**src/design/gwb_consts.svh**
```systemverilog
`ifndef GWB_CONSTS_SVH
`define GWB_CONSTS_SVH
// register byte offsets
`define GWB_OFS_CTRL 8'h00
`define GWB_OFS_GAIN_SEL 8'h04
`define GWB_OFS_GAIN_VAL 8'h08
`define GWB_OFS_AG_REQ 8'h0c
`define GWB_OFS_AG_WIN 8'h10
`define GWB_OFS_AG_TGT 8'h14
`define GWB_OFS_AG_RES 8'h18
`define GWB_OFS_WB_REQ 8'h1c
`define GWB_OFS_WB_PRESET 8'h20
`define GWB_OFS_WB_WIN 8'h24
`define GWB_OFS_WB_RES 8'h28
`define GWB_OFS_BLK_SEL 8'h2c
`define GWB_OFS_BLK_VAL 8'h30
// field positions
`define GWB_CTRL_BYPASS 0
`define GWB_CTRL_PERCH 1
`define GWB_CTRL_TEST_LSB 2
`define GWB_WIN_OFS_LSB 16
// channel selector codes
`define GWB_SEL_MASTER 2'h0
`define GWB_SEL_RED 2'h1
`define GWB_SEL_GREEN 2'h2
`define GWB_SEL_BLUE 2'h3
// white balance request codes
`define GWB_WB_OFF 2'h0
`define GWB_WB_WINDOW 2'h1
`define GWB_WB_BEST 2'h2
// auto gain result codes
`define GWB_AG_IDLE 3'h0
`define GWB_AG_PROC 3'h1
`define GWB_AG_OK 3'h2
`define GWB_AG_TIMEOUT 3'h3
`define GWB_AG_CANNOT 3'h4
// white balance result codes
`define GWB_WR_IDLE 4'h0
`define GWB_WR_PROC 4'h1
`define GWB_WR_OK 4'h2
`define GWB_WR_OK_BE 4'h3
`define GWB_WR_G_BRIGHT 4'h4
`define GWB_WR_G_DARK 4'h5
`define GWB_WR_TIMEOUT 4'h6
`define GWB_WR_TGT_HIGH 4'h7
`define GWB_WR_TGT_LOW 4'h8
// reset values and fixed gain
`define GWB_RST_GAIN 12'h100
`define GWB_RST_TGT 12'h800
`define GWB_RST_WIN_W 13'h1000
`define GWB_FIXED_GAIN 14'h0040
// preset red and blue trims, low, mid and high temperature
`define GWB_PRE_LO_R 12'h020
`define GWB_PRE_LO_B 12'h000
`define GWB_PRE_MID_R 12'h010
`define GWB_PRE_MID_B 12'h010
`define GWB_PRE_HI_R 12'h000
`define GWB_PRE_HI_B 12'h020
// convergence and limits
`define GWB_TOL 12'h010
`define GWB_TGT_MAX 12'he00
`define GWB_TGT_MIN 12'h100
// timing
`define GWB_TIMEOUT_S 10
`define GWB_CLK_HZ 50000000
`endif

```
**src/design/gwb_pkg.sv**
```systemverilog
package gwb_pkg;
  typedef enum logic [1:0] {GJ_IDLE, GJ_AG, GJ_WB} gwb_job_t;

  typedef struct packed {
    logic valid;
    logic line_end;
    logic [12:0] x;
    logic [11:0] r;
    logic [11:0] g;
    logic [11:0] b;
  } gwb_pix_t;

  typedef struct packed {
    logic [13:0] r;
    logic [13:0] g;
    logic [13:0] b;
  } gwb_gain_t;

  typedef struct packed {
    logic [11:0] m;
    logic [11:0] r;
    logic [11:0] b;
  } gwb_black_t;

  typedef struct packed {
    logic bypass;
    logic per_ch;
    logic [2:0] test_src;
    logic [1:0] gain_sel;
    logic [1:0] blk_sel;
    logic [11:0] gm;
    logic [11:0] gr;
    logic [11:0] gg;
    logic [11:0] gb;
    gwb_black_t blk;
    logic ag_req;
    logic [12:0] ag_w;
    logic [12:0] ag_o;
    logic [11:0] ag_tgt;
    logic [2:0] ag_res;
    logic [1:0] wb_req;
    logic [1:0] wb_preset;
    logic [12:0] wb_w;
    logic [12:0] wb_o;
    logic [3:0] wb_res;
    gwb_job_t job;
    logic [31:0] tmo;
    logic [24:0] sr;
    logic [24:0] sg;
    logic [24:0] sb;
    logic [12:0] cnt;
    logic pready;
    logic pslverr;
    logic [31:0] prdata;
    gwb_gain_t gain;
  } gwb_state_t;
endpackage : gwb_pkg

```
**src/design/gwb_ctrl.sv**
```systemverilog
// Overview of operation
// RQ1: bypass drops fixed gain, default off
// RQ2: colour has master and per-channel gain schemes
// RQ3: master scheme selects master, red, blue
// RQ4: per-channel scheme selects red, green, blue
// RQ5: software clears per-channel mode before auto gain
// RQ6: auto gain measures inside its window only
// RQ7: auto gain converges toward target level
// RQ8: auto gain request clears itself when done
// RQ9: auto gain reports idle, processing, succeeded
// RQ10: auto gain aborts with timeout after 10 s
// RQ11: refuse auto gain without image or test source
// RQ12: white balance only on colour variant
// RQ13: window mode measures window, aborts on failure
// RQ14: best-effort mode measures whole line
// RQ15: per-channel mode holds white balance off
// RQ16: white balance success reports and clears request
// RQ17: best-effort adjusts until timeout, reports condition
// RQ18: window mode times out after 10 s
// RQ19: window mode reports four distinct error codes
// RQ20: colour temperature presets, per-channel mode off
// RQ21: request off means no automatic adjustment
// RQ22: black selector master only or master/red/blue
// RQ23: results are distinct readable status codes
//
// The APB register port and the address map were chosen for this implementation.
`timescale 1ns/1ps
`include "gwb_consts.svh"

module gwb_ctrl
  import gwb_pkg::*;
#(
  parameter bit COLOUR = 1'b1,
  parameter int unsigned TIMEOUT_CYC = `GWB_TIMEOUT_S * `GWB_CLK_HZ
) (
  input wire logic ref_clk,
  input wire logic rst_b,
  input wire logic psel,
  input wire logic penable,
  input wire logic pwrite,
  input wire logic [7:0] paddr,
  input wire logic [31:0] pwdata,
  output logic pready,
  output logic [31:0] prdata,
  output logic pslverr,
  input wire gwb_pix_t pix,
  input wire logic image_active,
  output gwb_gain_t gain_out,
  output gwb_black_t black_out
);

  gwb_state_t s;
  gwb_state_t n;
  logic [1:0] rcmp;
  logic [1:0] bcmp;
  logic [1:0] gcmp;
  logic in_win;
  logic [12:0] wo;
  logic [12:0] ww;
  logic [12:0] base_r;
  logic [12:0] base_b;
  logic g_bright;
  logic g_dark;
  logic tmo_hit;
  logic wr;
  logic [11:0] wv;

  // compare a against b with slack t: 0 within, 1 a low, 2 a high
  function automatic logic [1:0] cmp_s(input logic [25:0] a, input logic [25:0] b,
                                       input logic [25:0] t);
    logic [1:0] r;
    r = 2'h0;
    if (a + t < b) begin
      r = 2'h1;
    end else if (a > b + t) begin
      r = 2'h2;
    end
    return r;
  endfunction : cmp_s

  // selector legality per scheme and variant
  function automatic logic gsel_ok(input logic [1:0] sel, input logic per_ch);
    logic ok;
    ok = 1'b0;
    if (!COLOUR) begin
      ok = (sel == `GWB_SEL_MASTER);
    end else if (per_ch) begin
      ok = (sel != `GWB_SEL_MASTER); // see RQ4
    end else begin
      ok = (sel != `GWB_SEL_GREEN); // see RQ3
    end
    return ok;
  endfunction : gsel_ok

  // measurement window of the running job
  always_comb begin
    if (s.job == GJ_AG) begin
      wo = s.ag_o; // see RQ6
      ww = s.ag_w;
    end else if (s.wb_req == `GWB_WB_BEST) begin
      wo = 13'h0000; // see RQ14
      ww = 13'h1fff;
    end else begin
      wo = s.wb_o; // see RQ13
      ww = s.wb_w;
    end
    in_win = ({1'b0, pix.x} >= {1'b0, wo}) && ({1'b0, pix.x} < {1'b0, wo} + {1'b0, ww});
  end

  // line judgements against the target and against green
  always_comb begin
    gcmp = cmp_s({1'b0, s.sg}, 26'(s.ag_tgt * s.cnt), 26'(`GWB_TOL * s.cnt)); // see RQ7
    rcmp = cmp_s({1'b0, s.sr}, {1'b0, s.sg}, 26'(`GWB_TOL * s.cnt));
    bcmp = cmp_s({1'b0, s.sb}, {1'b0, s.sg}, 26'(`GWB_TOL * s.cnt));
    g_bright = ({2'b00, s.sg} > {s.sr, 2'b00}) || ({2'b00, s.sg} > {s.sb, 2'b00});
    g_dark = ({s.sg, 2'b00} < {2'b00, s.sr}) || ({s.sg, 2'b00} < {2'b00, s.sb});
    tmo_hit = (s.tmo >= TIMEOUT_CYC - 1);
    wr = psel && penable && s.pready && pwrite;
    wv = pwdata[11:0];
  end

  // next state: job engine, then bus writes, then gain mapping
  always_comb begin
    n = s;
    n.pready = 1'b0;
    n.pslverr = 1'b0;
    // start a job on a pending request
    if (s.job == GJ_IDLE) begin
      if (s.ag_req) begin
        if (!image_active || s.test_src != 3'h0) begin
          n.ag_req = 1'b0; // see RQ11
          n.ag_res = `GWB_AG_CANNOT;
        end else begin
          n.job = GJ_AG;
          n.ag_res = `GWB_AG_PROC; // see RQ9
        end
      end else if (s.wb_req != `GWB_WB_OFF) begin // see RQ21
        if (s.wb_req == `GWB_WB_WINDOW && s.ag_tgt > `GWB_TGT_MAX) begin
          n.wb_req = `GWB_WB_OFF; // see RQ19
          n.wb_res = `GWB_WR_TGT_HIGH;
        end else if (s.wb_req == `GWB_WB_WINDOW && s.ag_tgt < `GWB_TGT_MIN) begin
          n.wb_req = `GWB_WB_OFF; // see RQ19
          n.wb_res = `GWB_WR_TGT_LOW;
        end else begin
          n.job = GJ_WB;
          n.wb_res = `GWB_WR_PROC;
        end
      end
      n.tmo = 32'h0;
      n.sr = 25'h0;
      n.sg = 25'h0;
      n.sb = 25'h0;
      n.cnt = 13'h0;
    end else begin
      n.tmo = tmo_hit ? s.tmo : s.tmo + 32'h1; // held at the limit, never passes it
      if (pix.valid && in_win) begin
        n.sr = s.sr + 25'(pix.r);
        n.sg = s.sg + 25'(pix.g);
        n.sb = s.sb + 25'(pix.b);
        n.cnt = s.cnt + 13'h1;
      end
      if (pix.line_end) begin
        n.sr = 25'h0;
        n.sg = 25'h0;
        n.sb = 25'h0;
        n.cnt = 13'h0;
      end
      if (s.job == GJ_AG) begin
        if (tmo_hit) begin
          n.job = GJ_IDLE; // see RQ10
          n.ag_req = 1'b0;
          n.ag_res = `GWB_AG_TIMEOUT;
        end else if (pix.line_end && s.cnt != 13'h0) begin
          if (gcmp == 2'h0) begin
            n.job = GJ_IDLE; // see RQ8
            n.ag_req = 1'b0;
            n.ag_res = `GWB_AG_OK;
          end else if (gcmp == 2'h1 && s.gm != 12'hfff) begin
            n.gm = s.gm + 12'h1;
          end else if (gcmp == 2'h2 && s.gm != 12'h000) begin
            n.gm = s.gm - 12'h1;
          end
        end
      end else begin
        if (tmo_hit) begin
          n.job = GJ_IDLE;
          n.wb_req = `GWB_WB_OFF;
          n.wb_res = (s.wb_req == `GWB_WB_BEST) ? `GWB_WR_OK_BE : `GWB_WR_TIMEOUT; // see RQ17, RQ18
        end else if (pix.line_end && s.cnt != 13'h0) begin
          if (s.wb_req == `GWB_WB_WINDOW && g_bright) begin
            n.job = GJ_IDLE; // see RQ13
            n.wb_req = `GWB_WB_OFF;
            n.wb_res = `GWB_WR_G_BRIGHT; // see RQ19
          end else if (s.wb_req == `GWB_WB_WINDOW && g_dark) begin
            n.job = GJ_IDLE;
            n.wb_req = `GWB_WB_OFF;
            n.wb_res = `GWB_WR_G_DARK; // see RQ19
          end else if (rcmp == 2'h0 && bcmp == 2'h0) begin
            n.job = GJ_IDLE; // see RQ16
            n.wb_req = `GWB_WB_OFF;
            n.wb_res = `GWB_WR_OK;
          end else begin
            // best effort keeps stepping even when a colour cannot match
            if (rcmp == 2'h1 && s.gr != 12'hfff) n.gr = s.gr + 12'h1; // see RQ17
            if (rcmp == 2'h2 && s.gr != 12'h000) n.gr = s.gr - 12'h1;
            if (bcmp == 2'h1 && s.gb != 12'hfff) n.gb = s.gb + 12'h1;
            if (bcmp == 2'h2 && s.gb != 12'h000) n.gb = s.gb - 12'h1;
          end
        end
      end
    end
    // access phase: one wait state, then answer
    if (psel && penable && !s.pready) begin
      n.pready = 1'b1;
      n.prdata = 32'h0;
      case (paddr)
        `GWB_OFS_CTRL: n.prdata = {27'h0, s.test_src, s.per_ch, s.bypass};
        `GWB_OFS_GAIN_SEL: n.prdata = {30'h0, s.gain_sel};
        `GWB_OFS_GAIN_VAL: begin
          case (s.gain_sel)
            `GWB_SEL_RED: n.prdata = {20'h0, s.gr};
            `GWB_SEL_GREEN: n.prdata = {20'h0, s.gg};
            `GWB_SEL_BLUE: n.prdata = {20'h0, s.gb};
            default: n.prdata = {20'h0, s.gm};
          endcase
        end
        `GWB_OFS_AG_REQ: n.prdata = {31'h0, s.ag_req};
        `GWB_OFS_AG_WIN: n.prdata = {3'h0, s.ag_o, 3'h0, s.ag_w};
        `GWB_OFS_AG_TGT: n.prdata = {20'h0, s.ag_tgt};
        `GWB_OFS_AG_RES: n.prdata = {29'h0, s.ag_res}; // see RQ23
        `GWB_OFS_WB_REQ: n.prdata = {30'h0, s.wb_req};
        `GWB_OFS_WB_PRESET: n.prdata = {30'h0, s.wb_preset};
        `GWB_OFS_WB_WIN: n.prdata = {3'h0, s.wb_o, 3'h0, s.wb_w};
        `GWB_OFS_WB_RES: n.prdata = {28'h0, s.wb_res}; // see RQ23
        `GWB_OFS_BLK_SEL: n.prdata = {30'h0, s.blk_sel};
        `GWB_OFS_BLK_VAL: begin
          case (s.blk_sel)
            `GWB_SEL_RED: n.prdata = {20'h0, s.blk.r};
            `GWB_SEL_BLUE: n.prdata = {20'h0, s.blk.b};
            default: n.prdata = {20'h0, s.blk.m};
          endcase
        end
        default: n.pslverr = 1'b1;
      endcase
    end
    // write takes effect on the edge that samples pready
    if (wr) begin
      case (paddr)
        `GWB_OFS_CTRL: begin
          n.bypass = pwdata[`GWB_CTRL_BYPASS];
          n.per_ch = COLOUR && pwdata[`GWB_CTRL_PERCH]; // see RQ2
          n.test_src = pwdata[`GWB_CTRL_TEST_LSB +: 3];
        end
        `GWB_OFS_GAIN_SEL: n.gain_sel = pwdata[1:0];
        `GWB_OFS_GAIN_VAL: begin
          if (gsel_ok(s.gain_sel, s.per_ch)) begin
            case (s.gain_sel)
              `GWB_SEL_RED: n.gr = wv; // see RQ3, RQ4
              `GWB_SEL_GREEN: n.gg = wv;
              `GWB_SEL_BLUE: n.gb = wv;
              default: n.gm = wv;
            endcase
          end
        end
        `GWB_OFS_AG_REQ: begin
          if (pwdata[0] && s.job == GJ_IDLE) n.ag_req = 1'b1;
        end
        `GWB_OFS_AG_WIN: begin
          n.ag_w = pwdata[12:0];
          n.ag_o = pwdata[`GWB_WIN_OFS_LSB +: 13];
        end
        `GWB_OFS_AG_TGT: n.ag_tgt = wv;
        `GWB_OFS_WB_REQ: begin
          if (COLOUR && s.job == GJ_IDLE && pwdata[1:0] != 2'h3) begin
            n.wb_req = pwdata[1:0]; // see RQ12
          end
        end
        `GWB_OFS_WB_PRESET: begin
          if (COLOUR && !s.per_ch) begin
            n.wb_preset = pwdata[1:0]; // see RQ20
            case (pwdata[1:0])
              2'h1: begin
                n.gr = `GWB_PRE_LO_R;
                n.gb = `GWB_PRE_LO_B;
              end
              2'h2: begin
                n.gr = `GWB_PRE_MID_R;
                n.gb = `GWB_PRE_MID_B;
              end
              2'h3: begin
                n.gr = `GWB_PRE_HI_R;
                n.gb = `GWB_PRE_HI_B;
              end
              default: ;
            endcase
          end
        end
        `GWB_OFS_WB_WIN: begin
          n.wb_w = pwdata[12:0];
          n.wb_o = pwdata[`GWB_WIN_OFS_LSB +: 13];
        end
        `GWB_OFS_BLK_SEL: n.blk_sel = pwdata[1:0];
        `GWB_OFS_BLK_VAL: begin
          if (s.blk_sel == `GWB_SEL_MASTER) begin
            n.blk.m = wv; // see RQ22
          end else if (COLOUR && s.blk_sel == `GWB_SEL_RED) begin
            n.blk.r = wv;
          end else if (COLOUR && s.blk_sel == `GWB_SEL_BLUE) begin
            n.blk.b = wv;
          end
        end
        default: ;
      endcase
    end
    // per-channel mode forces white balance off and stops its job
    if (n.per_ch) begin
      n.wb_req = `GWB_WB_OFF; // see RQ15
      if (s.job == GJ_WB) begin
        n.job = GJ_IDLE;
        n.wb_res = `GWB_WR_IDLE;
      end
    end
    // effective gains: master plus trims, or independent colours
    base_r = COLOUR ? (s.per_ch ? {1'b0, s.gr} : {1'b0, s.gm} + {1'b0, s.gr}) : {1'b0, s.gm};
    base_b = COLOUR ? (s.per_ch ? {1'b0, s.gb} : {1'b0, s.gm} + {1'b0, s.gb}) : {1'b0, s.gm};
    n.gain.r = {1'b0, base_r};
    n.gain.b = {1'b0, base_b};
    n.gain.g = (COLOUR && s.per_ch) ? {2'b00, s.gg} : {2'b00, s.gm};
    if (!s.bypass) begin
      n.gain.r = n.gain.r + `GWB_FIXED_GAIN; // see RQ1
      n.gain.g = n.gain.g + `GWB_FIXED_GAIN;
      n.gain.b = n.gain.b + `GWB_FIXED_GAIN;
    end
  end

  // state register
  always_ff @(posedge ref_clk or negedge rst_b) begin
    if (!rst_b) begin
      s <= '0;
      s.gm <= `GWB_RST_GAIN;
      s.gg <= `GWB_RST_GAIN;
      s.ag_tgt <= `GWB_RST_TGT;
      s.ag_w <= `GWB_RST_WIN_W;
      s.wb_w <= `GWB_RST_WIN_W;
      s.job <= GJ_IDLE;
    end else begin
      s <= n;
    end
  end

  assign pready = s.pready;
  assign prdata = s.prdata;
  assign pslverr = s.pslverr;
  assign gain_out = s.gain;
  assign black_out = s.blk;
endmodule : gwb_ctrl

```
**config.mk**
```make
export PLATFORM = sky130hd
export DESIGN_NAME = gwb_ctrl
export DESIGN_NICKNAME = d
export VERILOG_FILES = /design/src/design/gwb_pkg.sv /design/src/design/gwb_ctrl.sv
export VERILOG_INCLUDE_DIRS = /design/src /design/src/design
export SDC_FILE = /design/constraint.sdc
export NUM_CORES = 2
export LEC_CHECK = 0
export ABC_AREA = 1
export CAP_MARGIN = 20
export CELL_PAD_IN_SITES_DETAIL_PLACEMENT = 0
export CELL_PAD_IN_SITES_GLOBAL_PLACEMENT = 2
export CORE_MARGIN = 4
export CORE_UTILIZATION = 38
export CTS_BUF_LIST = sky130_fd_sc_hd__clkbuf_16
export DETAILED_ROUTE_END_ITERATION = 7
export DONT_BUFFER_PORTS = 1
export PLACE_DENSITY = 0.92
export SLEW_MARGIN = 20
export SYNTH_ARGS = -nofsm -noshare
export SYNTH_HDL_FRONTEND = slang
export SYNTH_SLANG_ARGS = --single-unit
```
**constraint.sdc**
```tcl
create_clock -name ref_clk -period 9 [get_ports ref_clk]
set_input_delay 0.45 -clock ref_clk [delete_from_list [all_inputs] [get_ports ref_clk]]
set_output_delay 0.45 -clock ref_clk [all_outputs]
set_load 0.1 [all_outputs]
```
==> flow_summary.yaml <==
setup_path:
  cp_common_cell: "nand2_1"
  critPathMaxFanout: 17
  max_stage_delay_ps: 740
  setup.worst_path.end_class: "flop"
  crit_path_top_delay_cell: "dfstp_4"
  r2r-start: "s[246]"
  start_kind: "flop"
  r2r_end: "s[232]"
  path_class: "reg2reg"
  reg2reg_depth: 36
  cp.required_ps: 9490
  crit_arrival_ps: 8990
  reg2reg_slack_ps: 500
  startpoint: "s[246]"
power:
  power_density_nw_per_um2: 138
  leakagePower_nw: 21.3
  ir_drop_v: 0.000139
detailed_routing:
  via_per_inst: 5.41
  firstDrtPassIters: 6
  ant_nets: 0
  via_count: 36400
  wire_per_inst_um: 20.8
  drc_errors: 0
  drt_iter0_drc: 3713
  routed_wl_um: 140000
place:
  gp_congestion: 0.935
  port_buffers: 0
  dp_cells: 6598
  place.detailed.hpwl_um: 106000
grt:
  grt_pass1_wl_um: 212000
  antenna_found_initial: 4
  overflow: 0
  grt_pass1_vias: 33700
  grt_usage: 0.255
  grt_max_degree: 361
final_layout:
  num_antenna_cells: 0
  final_cells: 6723
  area_delta_synth_final_pct: 6.91
  mostFrequentLayoutCell: "nand2_1"
  num-nets-final: 6003
  utilization: 0.411
  most-common-layout-cells: "1384 x nand2_1, 808 x inv_1, 455 x ha_1"
  drive_above_1_share: 0.0470
hold_path:
  hold_depth: 3
  hold_class: "in2reg"
  worstHoldStart: "pix[49]"
  holdPathEnd: "s[79]"
floorplan:
  std_cell_rows: 116
  die_w_um: 327
  die_y_um: 327
  pin_count: 209
  fp.dieArea_um2: 107000
  start_util: 0.384
  core-area_um2: 100000
yosys:
  synth-async-reset-ratio: 1.00
  avgSynthCellArea_um2: 7.06
  yosysWarnings: 0
  synth-edff-count: 0
  synth.distinct_cells: 70
  synth_flop_cell: "dfrtp_1"
  syn_inst: 5463
  syn_area_um2: 38600
  ys_seq_area_frac: 0.234
  synth_seq_cells: 360
clock_tree:
  cts_tree: "done"
  root_buffer: "clkbuf_16"
  cts.sinks: 360
  htree_num_levels: 2
  clockBufferDepth: 3
  cts_made_buffers: 47
  insertion_delay_ps: 640
  path_clk_slew_ps: 70
job:
  maxCapViolations: 0
outcome:
  outcome: "finished clean"
timing:
  period_needed_ps: 8500
  max_freq_mhz: 118
  grt_setup_unrepaired: "no"
  finalSetupViolCount: 0
  fin_setup_tns_ps: 0
  hold_violations: 0
  worst_pin_slew_ps: 1190
  relSlewSlack: 0.199
  period_share: 0.944
  finClkSkew_ps: 33.4
  drv_slew: 0
==> logic make-up after synthesis <==
group | Yosys count | synth area share
and+or+nand+nor | 2295 | 0.255
buffers and inverters | 1109 | 0.121
AOI/OAI and AO/OA | 928 | 0.136
adders and majority gates | 575 | 0.210
DFF | 360 | 0.234
xor gates and xnor gates | 195 | 0.0445
other | 1 | 0.0000972
==> critical path: cells and delay by family (launching register included) <==
family / cells / cell delay (ps)
buffers and inverters: 4 / 230
AO/OA/AOI/OAI: 4 / 770
flip-flops: 1 / 740
XOR/XNOR: 2 / 330
adder cells (fa/ha/maj): 8 / 3740
AND/OR/NAND/NOR: 18 / 2510
==> through the flow <==
stage / cell area (µm²) / setup WS, ps / hold WS (ps) / total power, W
CTS: 41100 / 558 / 2.47 / 0.00569
global placement: 39200 / 577 / 186 / 0.00363
detailed placement: 39200 / 564 / 188 / 0.00364
floorplan: 38600 / 1290 / 154 / 0.00306
finish: 41200 / 500 / 48.7 / 0.00568
global route: 41200 / 1.44 / 28.8 / 0.00597
==> Yosys cell counts, types with 20 or more instances <==
cell	instances	area share
a21oi_1	333	0.043
a31oi_1	34	0.0055
buf_2	22	0.0029
buf_4	114	0.022
clkbuf_1	132	0.013
dfrtp_1	355	0.23
fa_1	120	0.062
ha_1	455	0.15
inv_1	801	0.078
inv_2	21	0.0020
nand2_1	1384	0.13
nand2_2	20	0.0032
nand3_1	255	0.033
nand4_1	88	0.014
nor2_1	304	0.030
nor3_1	114	0.015
nor4_1	58	0.0094
o21ai_0	329	0.043
o21ai_1	34	0.0044
o22ai_1	53	0.0086
xnor2_1	36	0.0082
xor2_1	158	0.036
==> cell type report <==
| class | count | area, µm² |
|---|---|---|
| clock buffer | 48 | 1200 |
| clock inverter | 36 | 353 |
| fill | 10600 | 59200 |
| inverter | 826 | 3100 |
| multi-input combinational | 4001 | 25000 |
| sequential | 360 | 9020 |
| tap | 1357 | 1700 |
| timing repair buffer | 95 | 897 |
==> repair_timing <==
action                                  4_1_cts  5_1_grt
gates resized for setup                       0        5
setup buffers                                 0        4
endpoints found under the setup margin        0       14
hold endpoints to repair                    407      104
hold buffers                                 31        1
==> registers in the layout (all words and copies together), names as in the netlist <==
signal	flops
s	255
black_out	36
pready	1
prdata	26
gain_out	41
pslverr	1
==> how the worst max path moves through the flow <==
stage                   to  slack (ps)  depth (start not counted)
floorplan           s[346]        1290                         39
global placement    s[355]         580                         41
detailed placement  s[351]         560                         38
CTS                 s[351]         560                         38
global route        s[273]           1                         38
finish              s[232]         500                         36
==> where the power goes <==
| group | internal (W) | switching (W) | leakage [nW] |
|---|---|---|---|
| Sequential | 0.00166 | 0.000137 | 4.83 |
| Clock | 0.00114 | 0.000835 | 0.785 |
| Combinational | 0.000511 | 0.00140 | 15.7 |
| Total | 0.00331 | 0.00237 | 21.3 |
==> metal layers <==
metal  track usage  wire, µm
met4        0.0528      3060
met3        0.0416     11300
met1         0.383     66200
met2         0.383     59100
met5             0         0
(Power assumes the default switching activity.)
